## src/rtl/vfct_defs.svh

```systemverilog
`ifndef VFCT_DEFS_SVH
`define VFCT_DEFS_SVH
// register byte offsets
`define VFCT_CTRL_OFS 8'h00
`define VFCT_TRIG_EN_OFS 8'h04
`define VFCT_POS_OFS 8'h08
`define VFCT_STATUS_OFS 8'h0c
`define VFCT_INDEX_OFS 8'h10
`define VFCT_PROGRESS_OFS 8'h14
`define VFCT_CLIP_LEN_OFS 8'h18
`define VFCT_MODE_OFS 8'h1c
// control command bit positions (write pulses)
`define VFCT_CMD_RECORD 0
`define VFCT_CMD_TRIGGER 1
`define VFCT_CMD_PLAY 2
`define VFCT_CMD_STOP 3
`define VFCT_CMD_STEP_BACK 4
`define VFCT_CMD_STEP_FWD 5
`define VFCT_CMD_SAVE 6
`define VFCT_CMD_LOAD 7
`define VFCT_CMD_W 8
// mode register bits
`define VFCT_MODE_HD 0
`define VFCT_MODE_SINGLE 1
// index register field positions
`define VFCT_IDX_CUR_LSB 0
`define VFCT_IDX_TOTAL_LSB 8
`define VFCT_IDX_TRIG_LSB 16
// buffer depth in frames, per line standard
`define VFCT_DEPTH_SD 7'd70
`define VFCT_DEPTH_HD 7'd13
// reset values
`define VFCT_TRIG_EN_RST 12'h000
`define VFCT_POS_RST 7'h00
`define VFCT_CLIP_LEN_RST 7'h01
`define VFCT_RESP_OKAY 2'h0
`define VFCT_RESP_SLVERR 2'h2
`endif

```

## src/rtl/vfct_pkg.sv

```systemverilog
package vfct_pkg;
  // capture engine states
  typedef enum logic [2:0] {
    st_idle,
    st_record,
    st_captured,
    st_playing,
    st_xfer
  } vfct_state_t;
  typedef logic [6:0] vfct_frame_t;
  typedef logic [19:0] vfct_word_t;
endpackage

```

## src/rtl/vfct_trig_detect.sv

```systemverilog
`timescale 1ns/10ps
`include "vfct_defs.svh"
module vfct_trig_detect (
  // clock and reset
  input wire logic aclk,
  input wire logic aresetn,
  // enables, one per source
  input wire logic [11:0] trig_en,
  // level flags from the receiver
  input wire logic edh_active_picture_flag,
  input wire logic edh_full_field_flag,
  input wire logic link1_luma_crc_err,
  input wire logic link1_chroma_crc_err,
  input wire logic link2_luma_crc_err,
  input wire logic link2_chroma_crc_err,
  input wire logic [15:0] link1_picture_check,
  input wire logic [15:0] link2_picture_check,
  input wire logic link1_luma_anc_err,
  input wire logic link1_chroma_anc_err,
  input wire logic link2_luma_anc_err,
  input wire logic link2_chroma_anc_err,
  // combined event pulse
  output logic trig_event
);
  import vfct_pkg::*;

  // change-sensitive bits: the two error-detection flags
  localparam logic [9:0] CHANGE_MASK = 10'h003;

  typedef struct packed {
    logic primed;
    logic [9:0] flags;
    logic [15:0] chk1;
    logic [15:0] chk2;
    logic event_out;
  } vfct_td_t;

  vfct_td_t q, d;
  logic [9:0] now;
  logic [9:0] hit;
  logic [11:0] src;

  // single-bit sources packed for the loop
  assign now = {link2_chroma_anc_err, link2_luma_anc_err, link1_chroma_anc_err,
                link1_luma_anc_err, link2_chroma_crc_err, link2_luma_crc_err,
                link1_chroma_crc_err, link1_luma_crc_err, edh_full_field_flag,
                edh_active_picture_flag};

  //////////////////////////////////////////////////////////////////////////////
  // per-source detector: change or rising set
  genvar i;
  generate
    for (i = 0; i < 10; i = i + 1)
    begin : g_src
      if (CHANGE_MASK[i])
      begin : g_chg
        assign hit[i] = q.primed && (now[i] != q.flags[i]);
      end
      else
      begin : g_set
        assign hit[i] = now[i] && !q.flags[i];
      end
    end
  endgenerate

  // bit order matches the enable register
  assign src = {hit[9:6],
                q.primed && (link2_picture_check != q.chk2),
                q.primed && (link1_picture_check != q.chk1),
                hit[5:0]};

  //////////////////////////////////////////////////////////////////////////////
  // next state
  always_comb
  begin
    d = q;
    d.primed = 1'b1;
    d.flags = now;
    d.chk1 = link1_picture_check;
    d.chk2 = link2_picture_check;
    d.event_out = |(src & trig_en);
  end

  // state register
  always_ff @(posedge aclk)
  begin
    if (!aresetn)
      q <= '0;
    else
      q <= d;
  end

  assign trig_event = q.event_out;

  a_disabled_quiet: assert property (@(posedge aclk) disable iff (!aresetn)
    (trig_en == 12'h000) |=> !trig_event)
    else $error("event from disabled sources");
endmodule // vfct_trig_detect

```

## src/rtl/vfct_xfer.sv

```systemverilog
`timescale 1ns/10ps
module vfct_xfer (
  // clock and reset
  input wire logic aclk,
  input wire logic aresetn,
  // start request
  input wire logic go,
  input wire vfct_pkg::vfct_frame_t count,
  // mover says one frame is done
  input wire logic frame_done,
  // progress
  output logic busy,
  output vfct_pkg::vfct_frame_t done_frames,
  output logic finished
);
  import vfct_pkg::*;

  typedef struct packed {
    logic busy;
    vfct_frame_t idx;
    vfct_frame_t count;
    logic fin;
  } vfct_xf_t;

  vfct_xf_t q, d;

  //////////////////////////////////////////////////////////////////////////////
  // frame counter, finishing pulse on the last frame
  always_comb
  begin
    d = q;
    d.fin = 1'b0;
    if (!q.busy && go)
    begin
      d.busy = 1'b1;
      d.idx = '0;
      d.count = (count == 7'h00) ? 7'h01 : count; // never zero frames
    end
    else if (q.busy && frame_done)
    begin
      d.idx = q.idx + 7'h01;
      if (q.idx + 7'h01 == q.count)
      begin
        d.busy = 1'b0;
        d.fin = 1'b1;
      end
    end
  end

  // state register
  always_ff @(posedge aclk)
  begin
    if (!aresetn)
      q <= '0;
    else
      q <= d;
  end

  assign busy = q.busy;
  assign done_frames = q.idx;
  assign finished = q.fin;

  a_progress_step: assert property (@(posedge aclk) disable iff (!aresetn)
    (busy && frame_done && !finished) |=> (done_frames == $past(done_frames) + 7'h01))
    else $error("progress did not advance");
endmodule // vfct_xfer

```

## src/rtl/vfct_capture.sv

```systemverilog
// The address map and the AXI4-Lite slave port were chosen for this implementation.
`timescale 1ns/10ps
`include "vfct_defs.svh"
// How it works
// - record frames circularly, 70 SD or 13 HD
// - trigger freezes buffer as captured clip
// - every word of each frame is stored
// - manual trigger while recording ends in captured
// - armed event while recording enters captured
// - position sets frames kept after trigger
// - report filling until buffer fully written
// - report recording while writing incoming stream
// - play loops captured frames, reports playing
// - stop halts playback, holds current frame
// - step moves current index by one
// - expose indexes, flag current equals trigger
// - error-detection triggers fire on flag change
// - line CRC triggers fire when set
// - picture check triggers fire on change
// - ancillary checksum triggers fire when set
// - load refills buffer as navigable clip
// - report save or load progress
module vfct_capture (
  // clock and reset
  input wire logic aclk,
  input wire logic aresetn,
  // axi4-lite write address
  input wire logic [7:0] s_axi_awaddr,
  input wire logic s_axi_awvalid,
  output logic s_axi_awready,
  // axi4-lite write data
  input wire logic [31:0] s_axi_wdata,
  input wire logic [3:0] s_axi_wstrb,
  input wire logic s_axi_wvalid,
  output logic s_axi_wready,
  // axi4-lite write response
  output logic [1:0] s_axi_bresp,
  output logic s_axi_bvalid,
  input wire logic s_axi_bready,
  // axi4-lite read
  input wire logic [7:0] s_axi_araddr,
  input wire logic s_axi_arvalid,
  output logic s_axi_arready,
  output logic [31:0] s_axi_rdata,
  output logic [1:0] s_axi_rresp,
  output logic s_axi_rvalid,
  input wire logic s_axi_rready,
  // incoming video stream
  input wire vfct_pkg::vfct_word_t vid_data,
  input wire logic vid_valid,
  input wire logic vid_sof,
  input wire logic vid_eof,
  // receiver error flags
  input wire logic edh_active_picture_flag,
  input wire logic edh_full_field_flag,
  input wire logic link1_luma_crc_err,
  input wire logic link1_chroma_crc_err,
  input wire logic link2_luma_crc_err,
  input wire logic link2_chroma_crc_err,
  input wire logic [15:0] link1_picture_check,
  input wire logic [15:0] link2_picture_check,
  input wire logic link1_luma_anc_err,
  input wire logic link1_chroma_anc_err,
  input wire logic link2_luma_anc_err,
  input wire logic link2_chroma_anc_err,
  // frame store write side
  output logic store_we,
  output vfct_pkg::vfct_frame_t store_slot,
  output vfct_pkg::vfct_word_t store_data,
  output logic store_sof,
  // displayed frame
  output vfct_pkg::vfct_frame_t show_slot,
  output logic show_is_trigger,
  // clip_store_folder mover
  output logic xfer_active,
  output logic xfer_is_load,
  output vfct_pkg::vfct_frame_t xfer_slot,
  input wire logic xfer_frame_done
);
  import vfct_pkg::*;

  typedef struct packed {
    vfct_state_t st;
    logic [11:0] trig_en;
    vfct_frame_t pos;
    vfct_frame_t clip_len;
    logic hd;
    logic single;
    vfct_frame_t wr;         // next slot to write
    vfct_frame_t filled;     // frames written, saturating at depth
    vfct_frame_t start;      // oldest slot of the clip
    vfct_frame_t total;
    vfct_frame_t cur;
    vfct_frame_t trig_idx;
    logic trig_pend;
    vfct_frame_t post_left;
    vfct_frame_t tpos;
    logic filling;
    logic at_trig;
    logic we;
    vfct_frame_t slot;
    vfct_word_t data;
    logic sof;
    vfct_frame_t show;
    logic [`VFCT_CMD_W-1:0] cmd;
    logic xs_go;
    logic xs_load;
    vfct_frame_t xs_base;
    vfct_frame_t xs_count;
    vfct_frame_t xslot;
    logic aw_have;
    logic [7:0] awaddr;
    logic w_have;
    logic [31:0] wdata;
    logic [3:0] wstrb;
    logic awready;
    logic wready;
    logic bvalid;
    logic [1:0] bresp;
    logic arready;
    logic rvalid;
    logic [31:0] rdata;
    logic [1:0] rresp;
  } vfct_cap_t;

  vfct_cap_t q, d;
  logic trig_event;       // registered event from detector
  logic xf_busy;          // transfer engine busy
  logic xf_fin;           // transfer finished pulse
  vfct_frame_t xf_done;   // frames moved so far
  vfct_frame_t depth;     // frames in the ring
  logic [31:0] wmask;     // byte enables as bits
  logic [31:0] wm;        // masked write data

  assign depth = q.hd ? `VFCT_DEPTH_HD : `VFCT_DEPTH_SD;

  // ring addition: both operands below depth, so one subtract suffices
  function automatic vfct_frame_t ring_add(input vfct_frame_t a, input vfct_frame_t b,
                                           input vfct_frame_t dep);
    logic [7:0] s;
    s = {1'b0, a} + {1'b0, b};
    ring_add = (s >= {1'b0, dep}) ? 7'(s - {1'b0, dep}) : s[6:0];
  endfunction

  //////////////////////////////////////////////////////////////////////////////
  // submodules
  vfct_trig_detect u_trig (
    .aclk(aclk),
    .aresetn(aresetn),
    .trig_en(q.trig_en),
    .edh_active_picture_flag(edh_active_picture_flag),
    .edh_full_field_flag(edh_full_field_flag),
    .link1_luma_crc_err(link1_luma_crc_err),
    .link1_chroma_crc_err(link1_chroma_crc_err),
    .link2_luma_crc_err(link2_luma_crc_err),
    .link2_chroma_crc_err(link2_chroma_crc_err),
    .link1_picture_check(link1_picture_check),
    .link2_picture_check(link2_picture_check),
    .link1_luma_anc_err(link1_luma_anc_err),
    .link1_chroma_anc_err(link1_chroma_anc_err),
    .link2_luma_anc_err(link2_luma_anc_err),
    .link2_chroma_anc_err(link2_chroma_anc_err),
    .trig_event(trig_event)
  );

  vfct_xfer u_xfer (
    .aclk(aclk),
    .aresetn(aresetn),
    .go(q.xs_go),
    .count(q.xs_count),
    .frame_done(xfer_frame_done),
    .busy(xf_busy),
    .done_frames(xf_done),
    .finished(xf_fin)
  );

  assign wmask = {{8{q.wstrb[3]}}, {8{q.wstrb[2]}}, {8{q.wstrb[1]}}, {8{q.wstrb[0]}}};
  assign wm = q.wdata & wmask;

  //////////////////////////////////////////////////////////////////////////////
  // next state: bus slave, then capture engine
  always_comb
  begin
    d = q;
    d.cmd = '0;
    d.xs_go = 1'b0;
    d.we = 1'b0;
    d.sof = 1'b0;
    // address and data may arrive in either order
    if (s_axi_awvalid && q.awready)
    begin
      d.aw_have = 1'b1;
      d.awaddr = s_axi_awaddr;
    end
    if (s_axi_wvalid && q.wready)
    begin
      d.w_have = 1'b1;
      d.wdata = s_axi_wdata;
      d.wstrb = s_axi_wstrb;
    end
    if (q.bvalid && s_axi_bready)
      d.bvalid = 1'b0;
    // commit once both halves are held and no response is pending
    if (q.aw_have && q.w_have && !q.bvalid)
    begin
      d.aw_have = 1'b0;
      d.w_have = 1'b0;
      d.bvalid = 1'b1;
      d.bresp = `VFCT_RESP_OKAY;
      unique case (q.awaddr)
        `VFCT_CTRL_OFS: d.cmd = wm[`VFCT_CMD_W-1:0];
        `VFCT_TRIG_EN_OFS: d.trig_en = (q.trig_en & ~wmask[11:0]) | wm[11:0];
        `VFCT_POS_OFS: d.pos = (q.pos & ~wmask[6:0]) | wm[6:0];
        `VFCT_CLIP_LEN_OFS: d.clip_len = (q.clip_len & ~wmask[6:0]) | wm[6:0];
        `VFCT_MODE_OFS:
        begin
          // the standard is only changed while idle; the ring depth depends on it
          if (q.st == st_idle && q.wstrb[0])
            d.hd = q.wdata[`VFCT_MODE_HD];
          if (q.wstrb[0])
            d.single = q.wdata[`VFCT_MODE_SINGLE];
        end
        `VFCT_STATUS_OFS, `VFCT_INDEX_OFS, `VFCT_PROGRESS_OFS: ;
        default: d.bresp = `VFCT_RESP_SLVERR;
      endcase
    end
    // read channel: one outstanding read
    if (q.rvalid && s_axi_rready)
      d.rvalid = 1'b0;
    if (s_axi_arvalid && q.arready)
    begin
      d.rvalid = 1'b1;
      d.rresp = `VFCT_RESP_OKAY;
      d.rdata = '0;
      unique case (s_axi_araddr)
        `VFCT_CTRL_OFS: d.rdata = '0; // commands read back as zero
        `VFCT_TRIG_EN_OFS: d.rdata[11:0] = q.trig_en;
        `VFCT_POS_OFS: d.rdata[6:0] = q.pos;
        `VFCT_CLIP_LEN_OFS: d.rdata[6:0] = q.clip_len;
        `VFCT_MODE_OFS: d.rdata[1:0] = {q.single, q.hd};
        `VFCT_STATUS_OFS:
          d.rdata[6:0] = {q.trig_pend, q.at_trig, xf_busy, q.st == st_playing,
                          q.st == st_captured, q.st == st_record, q.filling};
        `VFCT_INDEX_OFS:
        begin
          d.rdata[`VFCT_IDX_CUR_LSB +: 7] = q.cur;
          d.rdata[`VFCT_IDX_TOTAL_LSB +: 7] = q.total;
          d.rdata[`VFCT_IDX_TRIG_LSB +: 7] = q.trig_idx;
        end
        `VFCT_PROGRESS_OFS: d.rdata[14:0] = {q.xs_count, 1'b0, xf_done};
        default: d.rresp = `VFCT_RESP_SLVERR;
      endcase
    end
    d.awready = !d.aw_have && !d.bvalid;
    d.wready = !d.w_have && !d.bvalid;
    d.arready = !d.rvalid;

    // record command restarts the ring from any settled state
    if (q.cmd[`VFCT_CMD_RECORD] && q.st != st_xfer)
    begin
      d.st = st_record;
      d.wr = '0;
      d.filled = '0;
      d.trig_pend = 1'b0;
    end
    else
    begin
      unique case (q.st)
        st_idle: ;
        st_record:
        begin
          // only the first trigger counts; later ones fall away
          if ((q.cmd[`VFCT_CMD_TRIGGER] || trig_event) && !q.trig_pend)
          begin
            d.trig_pend = 1'b1;
            d.tpos = (q.pos >= depth) ? 7'(depth - 7'h01) : q.pos;
            d.post_left = d.tpos;
          end
          if (vid_valid)
          begin
            d.we = 1'b1;
            d.slot = q.wr;
            d.data = vid_data;
            d.sof = vid_sof;
            if (vid_eof)
            begin
              d.wr = (q.wr == depth - 7'h01) ? 7'h00 : q.wr + 7'h01;
              if (q.filled != depth)
                d.filled = q.filled + 7'h01;
              if (q.trig_pend && q.post_left == 7'h00)
              begin
                // freeze: nothing is written after this frame
                d.st = st_captured;
                d.total = d.filled;
                d.start = (d.filled == depth) ? d.wr : 7'h00;
                d.trig_idx = (q.tpos >= d.filled) ? 7'h00 : 7'(d.filled - 7'h01 - q.tpos);
                d.cur = d.trig_idx;
              end
              else if (q.trig_pend)
                d.post_left = q.post_left - 7'h01;
            end
          end
        end
        st_captured:
        begin
          if (q.cmd[`VFCT_CMD_PLAY] && q.total != 7'h00)
            d.st = st_playing;
          else if (q.cmd[`VFCT_CMD_STEP_BACK] && q.cur != 7'h00)
            d.cur = q.cur - 7'h01;
          else if (q.cmd[`VFCT_CMD_STEP_FWD] && q.cur + 7'h01 < q.total)
            d.cur = q.cur + 7'h01;
          else if (q.cmd[`VFCT_CMD_SAVE])
          begin
            d.st = st_xfer;
            d.xs_go = 1'b1;
            d.xs_load = 1'b0;
            d.xs_base = q.single ? q.cur : 7'h00;
            d.xs_count = q.single ? 7'h01 : q.total;
          end
        end
        st_playing:
        begin
          if (q.cmd[`VFCT_CMD_STOP])
            d.st = st_captured;
          else if (vid_valid && vid_sof)
            d.cur = (q.cur + 7'h01 >= q.total) ? 7'h00 : q.cur + 7'h01;
        end
        st_xfer:
        begin
          if (xf_fin)
          begin
            d.st = st_captured;
            if (q.xs_load)
            begin
              // a restored clip starts at slot zero like a capture taken before the ring filled
              d.start = 7'h00;
              d.total = q.xs_count;
              d.cur = 7'h00;
              d.trig_idx = 7'h00;
            end
          end
        end
      endcase
      // load is accepted whenever the engine is idle, captured or playing
      if (q.cmd[`VFCT_CMD_LOAD] && (q.st == st_idle || q.st == st_captured
          || q.st == st_playing))
      begin
        d.st = st_xfer;
        d.xs_go = 1'b1;
        d.xs_load = 1'b1;
        d.xs_base = 7'h00;
        d.xs_count = (q.clip_len > depth) ? depth : q.clip_len;
      end
    end
    // registered status and pointers, following the new state; xslot follows the current state
    d.filling = (d.st == st_record) && (d.filled != depth);
    d.show = ring_add(d.start, d.cur, depth);
    d.at_trig = (d.st == st_captured || d.st == st_playing) && d.cur == d.trig_idx;
    d.xslot = q.xs_load ? xf_done : ring_add(q.start, 7'(q.xs_base + xf_done), depth);
  end

  // state register
  always_ff @(posedge aclk)
  begin
    if (!aresetn)
    begin
      q <= '0;
      q.st <= st_idle;
      q.trig_en <= `VFCT_TRIG_EN_RST;
      q.pos <= `VFCT_POS_RST;
      q.clip_len <= `VFCT_CLIP_LEN_RST;
    end
    else
      q <= d;
  end

  //////////////////////////////////////////////////////////////////////////////
  // outputs, all straight from the state register except xfer_active, from the transfer engine
  assign s_axi_awready = q.awready;
  assign s_axi_wready = q.wready;
  assign s_axi_bvalid = q.bvalid;
  assign s_axi_bresp = q.bresp;
  assign s_axi_arready = q.arready;
  assign s_axi_rvalid = q.rvalid;
  assign s_axi_rdata = q.rdata;
  assign s_axi_rresp = q.rresp;
  assign store_we = q.we;
  assign store_slot = q.slot;
  assign store_data = q.data;
  assign store_sof = q.sof;
  assign show_slot = q.show;
  assign show_is_trigger = q.at_trig;
  assign xfer_active = xf_busy;
  assign xfer_is_load = q.xs_load;
  assign xfer_slot = q.xslot;

  //////////////////////////////////////////////////////////////////////////////
  // checks
  a_frozen_buffer: assert property (@(posedge aclk) disable iff (!aresetn)
    (q.st == st_captured) |=> !store_we)
    else $error("buffer written while captured");
  a_record_writes: assert property (@(posedge aclk) disable iff (!aresetn)
    (q.st == st_record && vid_valid && !q.cmd[`VFCT_CMD_RECORD]) |=> store_we && store_data == $past(vid_data))
    else $error("recording dropped a word");
  a_filling_flag: assert property (@(posedge aclk) disable iff (!aresetn)
    q.filling |-> (q.st == st_record && q.filled < depth))
    else $error("filling flag wrong");
  a_play_wrap: assert property (@(posedge aclk) disable iff (!aresetn)
    (q.st == st_playing && vid_valid && vid_sof && !q.cmd[`VFCT_CMD_STOP]
     && !q.cmd[`VFCT_CMD_RECORD] && !q.cmd[`VFCT_CMD_LOAD] && q.cur == q.total - 7'h01)
    |=> q.cur == 7'h00)
    else $error("playback did not loop");
  a_stop_holds: assert property (@(posedge aclk) disable iff (!aresetn)
    (q.st == st_playing && q.cmd[`VFCT_CMD_STOP] && !q.cmd[`VFCT_CMD_RECORD] && !q.cmd[`VFCT_CMD_LOAD])
    |=> q.st == st_captured && q.cur == $past(q.cur))
    else $error("stop did not hold frame");
  a_step_fwd: assert property (@(posedge aclk) disable iff (!aresetn)
    (q.st == st_captured && q.cmd == 8'h20 && q.cur + 7'h01 < q.total)
    |=> q.cur == $past(q.cur) + 7'h01)
    else $error("step forward wrong");
  a_trigger_flag: assert property (@(posedge aclk) disable iff (!aresetn)
    (q.st == st_captured) |-> ##1 (show_is_trigger == (q.cur == q.trig_idx) || q.st != st_captured))
    else $error("trigger flag mismatch");
  a_idle_ignores: assert property (@(posedge aclk) disable iff (!aresetn)
    (q.st == st_idle && !q.cmd[`VFCT_CMD_RECORD] && trig_event) |=> q.st != st_captured)
    else $error("trigger acted on while idle");
endmodule // vfct_capture

```

## config.mk

```make
export PLATFORM = sky130hd
export DESIGN_NAME = vfct_capture
export DESIGN_NICKNAME = d
export VERILOG_FILES = /design/src/rtl/vfct_pkg.sv /design/src/rtl/vfct_trig_detect.sv /design/src/rtl/vfct_xfer.sv /design/src/rtl/vfct_capture.sv
export VERILOG_INCLUDE_DIRS = /design/src /design/src/rtl
export SDC_FILE = /design/constraint.sdc
export NUM_CORES = 1
export LEC_CHECK = 0
export BUFFER_PORTS_ARGS = -buffer_cell sky130_fd_sc_hd__buf_2
export CAP_MARGIN = 20
export CORE_ASPECT_RATIO = 0.75
export CORE_MARGIN = 4
export CORE_UTILIZATION = 42
export DETAILED_ROUTE_END_ITERATION = 12
export PLACE_DENSITY_LB_ADDON = 0.1
export SYNTH_ARGS = -nofsm -noshare
export SYNTH_HDL_FRONTEND = slang
export SYNTH_SLANG_ARGS = --single-unit
```

## constraint.sdc

```tcl
create_clock -name aclk -period 4.9 [get_ports aclk]
set_input_delay 1.225 -clock aclk [delete_from_list [all_inputs] [get_ports aclk]]
set_output_delay 1.225 -clock aclk [all_outputs]
set_load 0.01 [all_outputs]
```

==> metrics list, run 1 <==
- Outcome: finished, violations left
- Failing checks: negative setup slack
- Critical Path Slowest Stage Cell: sky130_fd_sc_hd__or3_4
- Setup skew after layout: approximately 0.023 ns
- Most area-consuming cells after synthesis: sky130_fd_sc_hd__dfxtp_1, sky130_fd_sc_hd__nand2_1, sky130_fd_sc_hd__a21oi_1
* Tightest Pin Transition: roughly 1.2 ns
- Fraction of post-synthesis cell area in the top cell type by area: between 30% and 40%
- Number of violations reported at the end of detailed-routing iteration 0: 984
* Class of the worst hold path: flop to flop
- Counting every sink on the clock net gives 270.
- Register bit count reported by yosys: 270
* HPWL after detailed placement: 36,200 µm
- The number of failing hold endpoints at the final stage was 0.
- Total inserted antenna cells: 0
* Worst Setup SP: q[214]$_SDFFE_PN0P_
* Commonest cells after routing, fill and taps aside: sky130_fd_sc_hd__dfxtp_1, sky130_fd_sc_hd__nand2_1, sky130_fd_sc_hd__buf_4
* Post-synthesis cell area: about 0.015 mm²
* Post-layout nets: approximately 2,300
- Worst rel slew slack: 18.7%
- Of the available clock period, the critical path in the final layout requires 100%.
* Post-detailed-route wirelength per cell: 18.5 µm
- Leaving out fill and tap cells, the most frequent cell in the layout is sky130_fd_sc_hd__dfxtp_1.
* Dominant cell type by count on the critical path: sky130_fd_sc_hd__a21oi_2
* Detail Route Antenna Nets: 0
- Number of warnings reported in the yosys synthesis log: 0
- Iteration count of the initial detailed-routing pass: 5
- The synthesized netlist devotes 17.0% of its cell area to compound gates.
- Across the run, the number of max-cap violations was 0.
- Vias in the first global route: approximately 13,000
* Req. time, crit path: roughly 5.3 ns
- Commonest register cell after synthesis: sky130_fd_sc_hd__dfxtp_1
- After synthesis, the mean cell area works out to 8.13 µm².
* Area share of fa/ha/maj cells after synthesis: a little under 6%
* Sequential-to-total area share from yosys stat: 36.2%
* Clock Pin Slew Worst Setup and Hold Paths: 0.07 ns
* Data arrival at the endpoint of the critical path: about 5.3 ns
- Worst vdd rail ir drop: about 280 µV
* Number of library cell types mapped by synthesis: 96
* Largest incremental delay on the critical path: 0.38 ns
- Counting the fill cells in the layout gives between 3,000 and 4,000.
- Cell area power density: between 200 and 300 mW/mm²
* # IOs: 212
- The synthesized design contains 0 enable-type register cells.
- Die footprint: 0.0387 mm²
- For the worst-skew pair, the clock arrives at the later sink with an insertion delay of around 0.57 ns.
- The floorplan has 59 rows.
* Startpoint types: flop
* Layout Utilization: a little over half
- After detailed routing, the total wire length is approximately 48,000 µm.
- Maximum net fanout on the critical path: 5
- Standby leakage power: a little under 8 nW
* Vias after detailed routing: 13,800
- Global-route wire length before repair: 73,000 µm
- Buffers inserted to repair hold after CTS numbered 0.
- Setup repair after global routing could not meet its margin everywhere.
- Startpoint of the lowest-slack register-to-register path: q[214]$_SDFFE_PN0P_
* Routability-driven placement congestion ratio: ~0.93
- STA classifies the critical path endpoint as a flop.
- After Yosys synthesis, XOR and XNOR cells account for 5.98% of the synthesized area.
- Count of input and output buffers: 177
* Flop2flop setup slack: -0.008 ns
- Synth-to-layout area growth: 25.6%
- After layout, the worst setup slack is -0.00788 ns.
- Final setup vio count: 1
* Worst slack at placement: -0.201 ns
* Vias per cell: approximately 5.4
* Placeable Area: 0.0349 mm²
- The worst setup path is of the flop to flop kind.
* Critical path capture point: show_slot[2]$_SDFF_PN0_
- Fmax: 204 MHz
- GRT overflow: 0
- TritonCTS built the clock tree.
- Max-slew violation count: 0
* Number of H-tree branching levels: 1
- In the synthesized netlist, mux cells make up between 2 and 3% of the area.
- For this run, the total global-route usage over all layers was measured as 23.6%.
- The smallest clock period supported by the final layout is computed as 4.91 ns.
- Worst reg2reg path depth: 25
- The synthesized netlist devotes between 20% and 30% of its cell area to simple gates.
* Share of async-settable or async-resettable flops after synthesis: 0%
- In this run, CTS created clock tree buffers numbering 29.
* Maximum count of clock buffers along a single path: 3
- Die boundary width: between 200 and 250 µm
- The biggest area contributor in the post-synthesis netlist is sky130_fd_sc_hd__dfxtp_1.
* Fraction of final layout cells sized beyond drive strength 1: 27.2%
- Reg2reg end: show_slot[2]$_SDFF_PN0_
- Die boundary height: 171 µm
- Number of instances in the synthesized netlist: 1,838
- Antenna violations before repair: 0
- In the routed design, unresolved DRC markers number 0.
* Main combinational cell family by area after synthesis: simple AND/OR/NAND/NOR gates
- Root buffer selected by CTS: sky130_fd_sc_hd__clkbuf_16
* Largest net degree at the start of global routing: between 50 and 60
* Initial cell density of the core: between 40% and 50%
## sequential cells by signal (all words and copies together) (netlist names), 7 cells and up, named ones only
register            flops
store_data             20
store_slot              7
show_slot               7
u_xfer.done_frames      7
q                     109
u_trig.q               43
s_axi_rdata            22
u_xfer.q                7
xfer_slot               7
## cells in the mapped netlist (all sizes together) (7+ instances only)
cell	count
nor3b	10
buf	91
nand3b	13
nand4	20
nand2b	11
a22o	7
o21ai	60
inv	56
or3	8
ha	60
a31oi	8
and2	82
dfxtp	270
xnor2	45
a211oi	23
xor2	57
nand3	42
nor4	24
mux2i	41
a22oi	16
a21o	11
a221oi	18
nand2	235
and3	15
nor3	51
a21oi	164
o211ai	12
or2	8
clkbuf	78
nor2	169
nor2b	20
o31ai	10
## area by class of cell
cell class	instances	area [µm²]	share of cell area, %
timing repair buffer	375	2410	12.9
clock buffer	41	841	4.48
multi-input combinational	1352	9130	48.7
clock inverter	13	154	0.820
tap	457	572	3.05
inverter	58	224	1.19
sequential	270	5420	28.9
## how the worst min path moves through the flow
stage,startpoint,to,slack (ns),depth (start not counted)
floorplan,q[86]$_SDFF_PN0_,s_axi_awready$_SDFF_PN0_,0.42,1
global placement,store_data[18]$_SDFFE_PN0P_,store_data[18]$_SDFFE_PN0P_,0.44,2
detailed placement,s_axi_rdata[22]$_SDFFE_PN0P_,s_axi_rdata[22]$_SDFFE_PN0P_,0.44,2
CTS,store_data[10]$_SDFFE_PN0P_,store_data[10]$_SDFFE_PN0P_,0.45,2
global route,store_data[16]$_SDFFE_PN0P_,store_data[16]$_SDFFE_PN0P_,0.47,2
finish,s_axi_rdata[22]$_SDFFE_PN0P_,s_axi_rdata[22]$_SDFFE_PN0P_,0.45,2
## through the flow
stage	cell area (µm²)	std cells	hold slack, ns	TNS, ns	power (mW)
after CTS	17900	2537	0.452	0	4.80
final	18800	2566	0.449	-0.00788	4.74
after global placement	16700	2475	0.439	-1.05	2.49
after global routing	18800	2566	0.467	-1.03	4.91
after detailed placement	16700	2475	0.443	-1.10	2.50
after floorplan	15000	1849	0.422	-0.0456	2.42
## critical path: cells and delay by family (launching register included)
family,cells,cell delay (ns)
adder cells (fa/ha/maj),3,0.62
buffers and inverters,2,0.14
AO/OA/AOI/OAI,11,2.34
flip-flops,1,0.37
XOR/XNOR,1,0.10
AND/OR/NAND/NOR,8,1.17
## power by group
group	internal, mW	switching [mW]	total, mW
Sequential	2.23	0.0208	2.25
Combinational	0.0767	0.118	0.195
Clock	1.36	0.944	2.30
## repair_timing
action / in CTS / in global routing
resized for setup: 22 / 129
setup buffers: 8 / 32
pin swaps: 12 / 69
setup endpoints to repair: 7 / 7
## cell families after synthesis
| logic type | count (synthesis) |
|---|---|
| AND/OR/NAND/NOR | 734 |
| AO/OA/AOI/OAI | 395 |
| flip-flops | 270 |
| buffers and inverters | 227 |
| XOR/XNOR | 102 |
| adder cells (fa/ha/maj) | 66 |
| multiplexers | 43 |
| other | 1 |
## per-layer routing
layer  wire (µm)  up-vias  GRT usage [%]
met4         893        0           4.76
met2       20200      358           34.9
li1            -     6844              -
met3        2890       54           4.15
met1       23500     6542           36.1
met5           0        -              0
No activity file was read; power rests on OpenSTA's default activity.
==> inputs of run 2 (changes only) <==
--- a/config.mk
+++ b/config.mk
@@ -8,9 +8,8 @@
 export LEC_CHECK = 0
 export BUFFER_PORTS_ARGS = -buffer_cell sky130_fd_sc_hd__buf_2
 export CAP_MARGIN = 20
-export CORE_ASPECT_RATIO = 0.75
-export CORE_MARGIN = 4
 export CORE_UTILIZATION = 42
+export CTS_BUF_LIST = sky130_fd_sc_hd__clkbuf_4 sky130_fd_sc_hd__clkbuf_8 sky130_fd_sc_hd__clkbuf_16
 export DETAILED_ROUTE_END_ITERATION = 12
 export PLACE_DENSITY_LB_ADDON = 0.1
 export SYNTH_ARGS = -nofsm -noshare
==> run 2 against run 1 <==
  * The flow now finishes without violations
  * Critical path depth increased by 1
  * First-iteration DRC count is 21% lower
  * Final cell count is 0.35% lower
  * Total power increased by 1.4%
  * Clock skew fell by 0.013 ns
  * Non-clock buffer count down 10
  * Global-route usage increased by 1.1 points
  * Fmax up 1.8%
  * Register-to-register slack gained 0.08 ns
  * Hold slack lost 0.0017 ns
==> metrics list, run 2 (synthesis gave the netlist of run 1 again) <==
- Max-slew violation count: 0 (unchanged)
- Reported max-cap violation count: 0 (unchanged)
- The slowest stage of the critical path is the sky130_fd_sc_hd__dfxtp_4 cell.
- Commonest cells after routing, fill and taps aside: sky130_fd_sc_hd__dfxtp_1, sky130_fd_sc_hd__nand2_1, sky130_fd_sc_hd__buf_2
- DRC violation count after routing: 0 (unchanged)
- Seq pwr share: 46.8% (-0.6 points)
- Total routed wirelength: 45,600 µm (-4.0%)
- The transition at the pin with the smallest max-transition slack came to 1.00 ns (-0.210 ns).
- The worst setup path is of the flop to flop kind.
* Layout Utilization: 53.7% (about the same)
* Die boundary width: 191 µm (-16%)
- The die outline height is 191 µm (+11%).
- Number of buffers created by CTS: 31 (+6.9%)
- The worst path arrival time was 5.29 ns (-0.05 ns).
- The number of flip-flops under the largest register name came to 109 (unchanged).
* Synth-to-layout area growth: 25.0%
* Crit share post-route: 98.4% (-1.7 points)
* Root buffer selected by CTS: sky130_fd_sc_hd__clkbuf_16
- The clock insertion delay at the later pin of the skew report is 0.59 ns (+0.02 ns).
- Fraction of final layout cells sized beyond drive strength 1: 26.6% (-0.66 points)
- The final RePlAce weighted congestion came to 0.923 (-0.91%).
- The via count of the first global-routing pass came to 12,900 (+0.78%).
* Global-route wire length before repair: 70,600 µm (-3.4%)
* Standby leakage power: 7.88 nW (-0.43%)
* Placeable Area: 0.0348 mm² (-0.34%)
* Most common cell after layout, fill and taps aside: sky130_fd_sc_hd__dfxtp_1
- The number of nets at the end of the flow was 2,268 (-0.35%).
- The initial core utilization was 42.9% (+0.15 points).
* Vias after detailed routing: 13,700 (-0.87%)
- The endpoint required time on the critical path is 5.36 ns (+0.02 ns).
- Die footprint: 0.0363 mm² (-6.1%)
* Setup TNS after final layout: 0 ns (+0.00788 ns)
- The number of clock sinks seen by CTS was 270 (unchanged).
* Largest incremental delay on the critical path: 0.37 ns (about the same)
- The final routed wire length divided by cell count is 17.8 µm (-3.6%).
- The internal power component was 3.69 mW (+0.71%).
* Proportion of power drawn by the clock network: 49.1% (+0.6 points)
- The DRC marker count from the first detailed-route iteration came to 779 (-21%).
* GRT overflow: 0 (unchanged)
- Maximum net fanout on the critical path: 5 (unchanged)
- Setup repair after global routing could not meet its margin everywhere.
* Switching power total: 1.12 mW (+3.6%)
- The routed via count divided by cell count came to 5.35 (-0.52%).
* Setup crit end kind: flop
- TritonCTS built the clock tree.
- Worst vdd rail ir drop: 262 µV (-6.9%)
- Startpoint types: flop
- The total power consumption of the routed design is 4.81 mW (+1.4%).
- Detail Route Antenna Nets: 0 (unchanged)
* Count of input and output buffers: 177 (unchanged)
- q holds more flip-flops than any other register.
- The multi-input combinational cell area was 0.00904 mm² (-1.0%).
- The clock transition at the registers of the reported paths was 0.06 ns (about the same).
- The setup violation total in the final timing report was 0 (-1).
- Final Hold Vio Count: 0 (unchanged)
* Antenna violations before repair: 2 (+2)
* # IOs: 212 (unchanged)
- The placement-stage cell area is 0.0167 mm² (-0.21%).
- The post-route cell area is 0.0187 mm² (-0.41%).
* Outcome: finished clean
* Setup skew after layout: 0.0100 ns (-0.0129 ns)
- Register Area: 0.00543 mm² (about the same)
- Proportion of total power due to net switching: 23.3% (+0.50 points)
- Worst rel slew slack: 32.7% (+14 points)
- Total of hold buffers inserted after clock tree synthesis: 0 (unchanged)
- Combinational power share: 4.1% (about the same)
- Largest net degree at the start of global routing: 91 (+60%)
- Maximum count of clock buffers along a single path: 3 (unchanged)
- The total half-perimeter wirelength after legalization and detailed placement was 33,700 µm (-6.7%).
- Cell Rows: 68 (+15%)
- Class of the worst hold path: flop to flop
- The H-tree depth was 1 (unchanged).
- The overall fraction of global-route tracks in use is 24.7% (+1.1 points).
- Iteration count of the initial detailed-routing pass: 6 (+1)
- The time the final worst path needs with I/O delays and setup came to 4.82 ns (-0.0845 ns).
- The count of fill cells added during filler insertion was 3,311 (-1.4%).
- The power density of the placed cells came to 257 mW/mm² (+1.8%).
* Fmax: 207 MHz (+1.8%)
==> run 2: changes by cell type in the layout (fill, tap and decap cells not counted), sizes merged <==
| cell | previous run | this run |
|---|---|---|
| bufinv | 3 | 2 |
| diode | 0 | 1 |
| buf | 375 | 365 |
| clkinv | 6 | 8 |
| clkinvlp | 2 | 5 |
| inv | 60 | 58 |
==> run 2: critical path, delay by kind of cell, from the launching register on <==
family,cells,cell delay [ns]
adders and majority gates,5,1.26
AOI/OAI and AO/OA,8,1.22
and+or+nand+nor,6,0.95
buffers and inverters,5,0.61
DFF,1,0.37
xor gates and xnor gates,2,0.28
==> run 2: cell type report <==
cell class,instances,share of cell area [%]
diodes,1,0.0134
clock buffers,41,4.75
clock inverters,15,0.817
inverters,58,1.19
multi-input cells,1352,48.4
flip-flops and latches,270,29.0
well taps,455,3.05
repair buffers,365,12.8
==> run 2: metrics by stage <==
| stage | std cells | hold WS [ns] | setup slack (ns) |
|---|---|---|---|
| 2_1_floorplan | 1849 | 0.422 | -0.0456 |
| 3_3_place_gp | 2467 | 0.438 | -0.155 |
| 3_5_place_dp | 2467 | 0.441 | -0.266 |
| 4_1_cts | 2532 | 0.449 | 0.000389 |
| 5_1_grt | 2556 | 0.465 | -0.139 |
| 6_report | 2557 | 0.447 | 0.0766 |
==> run 2: timing repair <==
| item | 4_1_cts | 5_1_grt |
|---|---|---|
| setup buffers | 9 | 25 |
| endpoints found under the setup margin | 7 | 7 |
| pin swaps | 24 | 59 |
| resized for setup | 42 | 103 |
==> run 2: power by group through the flow <==
stage / clock (mW) / combinational, mW / sequential, mW
4_1_cts: 2.41 / 0.198 / 2.25
6_report: 2.36 / 0.196 / 2.25
3_5_place_dp: 0 / 0.197 / 2.30
2_1_floorplan: 0 / 0.122 / 2.30
3_3_place_gp: 0 / 0.194 / 2.30
5_1_grt: 2.51 / 0.220 / 2.25
==> run 2: path summary, 6_finish.rpt <==
check	from	to	slack, ns	cells past startpoint
min	q[84]$_SDFFE_PN0P_	q[84]$_SDFFE_PN0P_	0.45	2
max reg2reg	q[178]$_SDFF_PN0_	show_slot[1]$_SDFF_PN0_	0.08	26
min reg2reg	q[84]$_SDFFE_PN0P_	q[84]$_SDFFE_PN0P_	0.45	2
max	q[178]$_SDFF_PN0_	show_slot[1]$_SDFF_PN0_	0.08	26
==> run 2: layer usage <==
metal  up-vias  routed length, µm  global-route usage, %
met1      6397              20900                   33.2
li1       6829                  -                      -
met5         -                 13                      0
met4         2               1380                   8.06
met2       377              20800                   39.9
met3        73               2550                   4.42
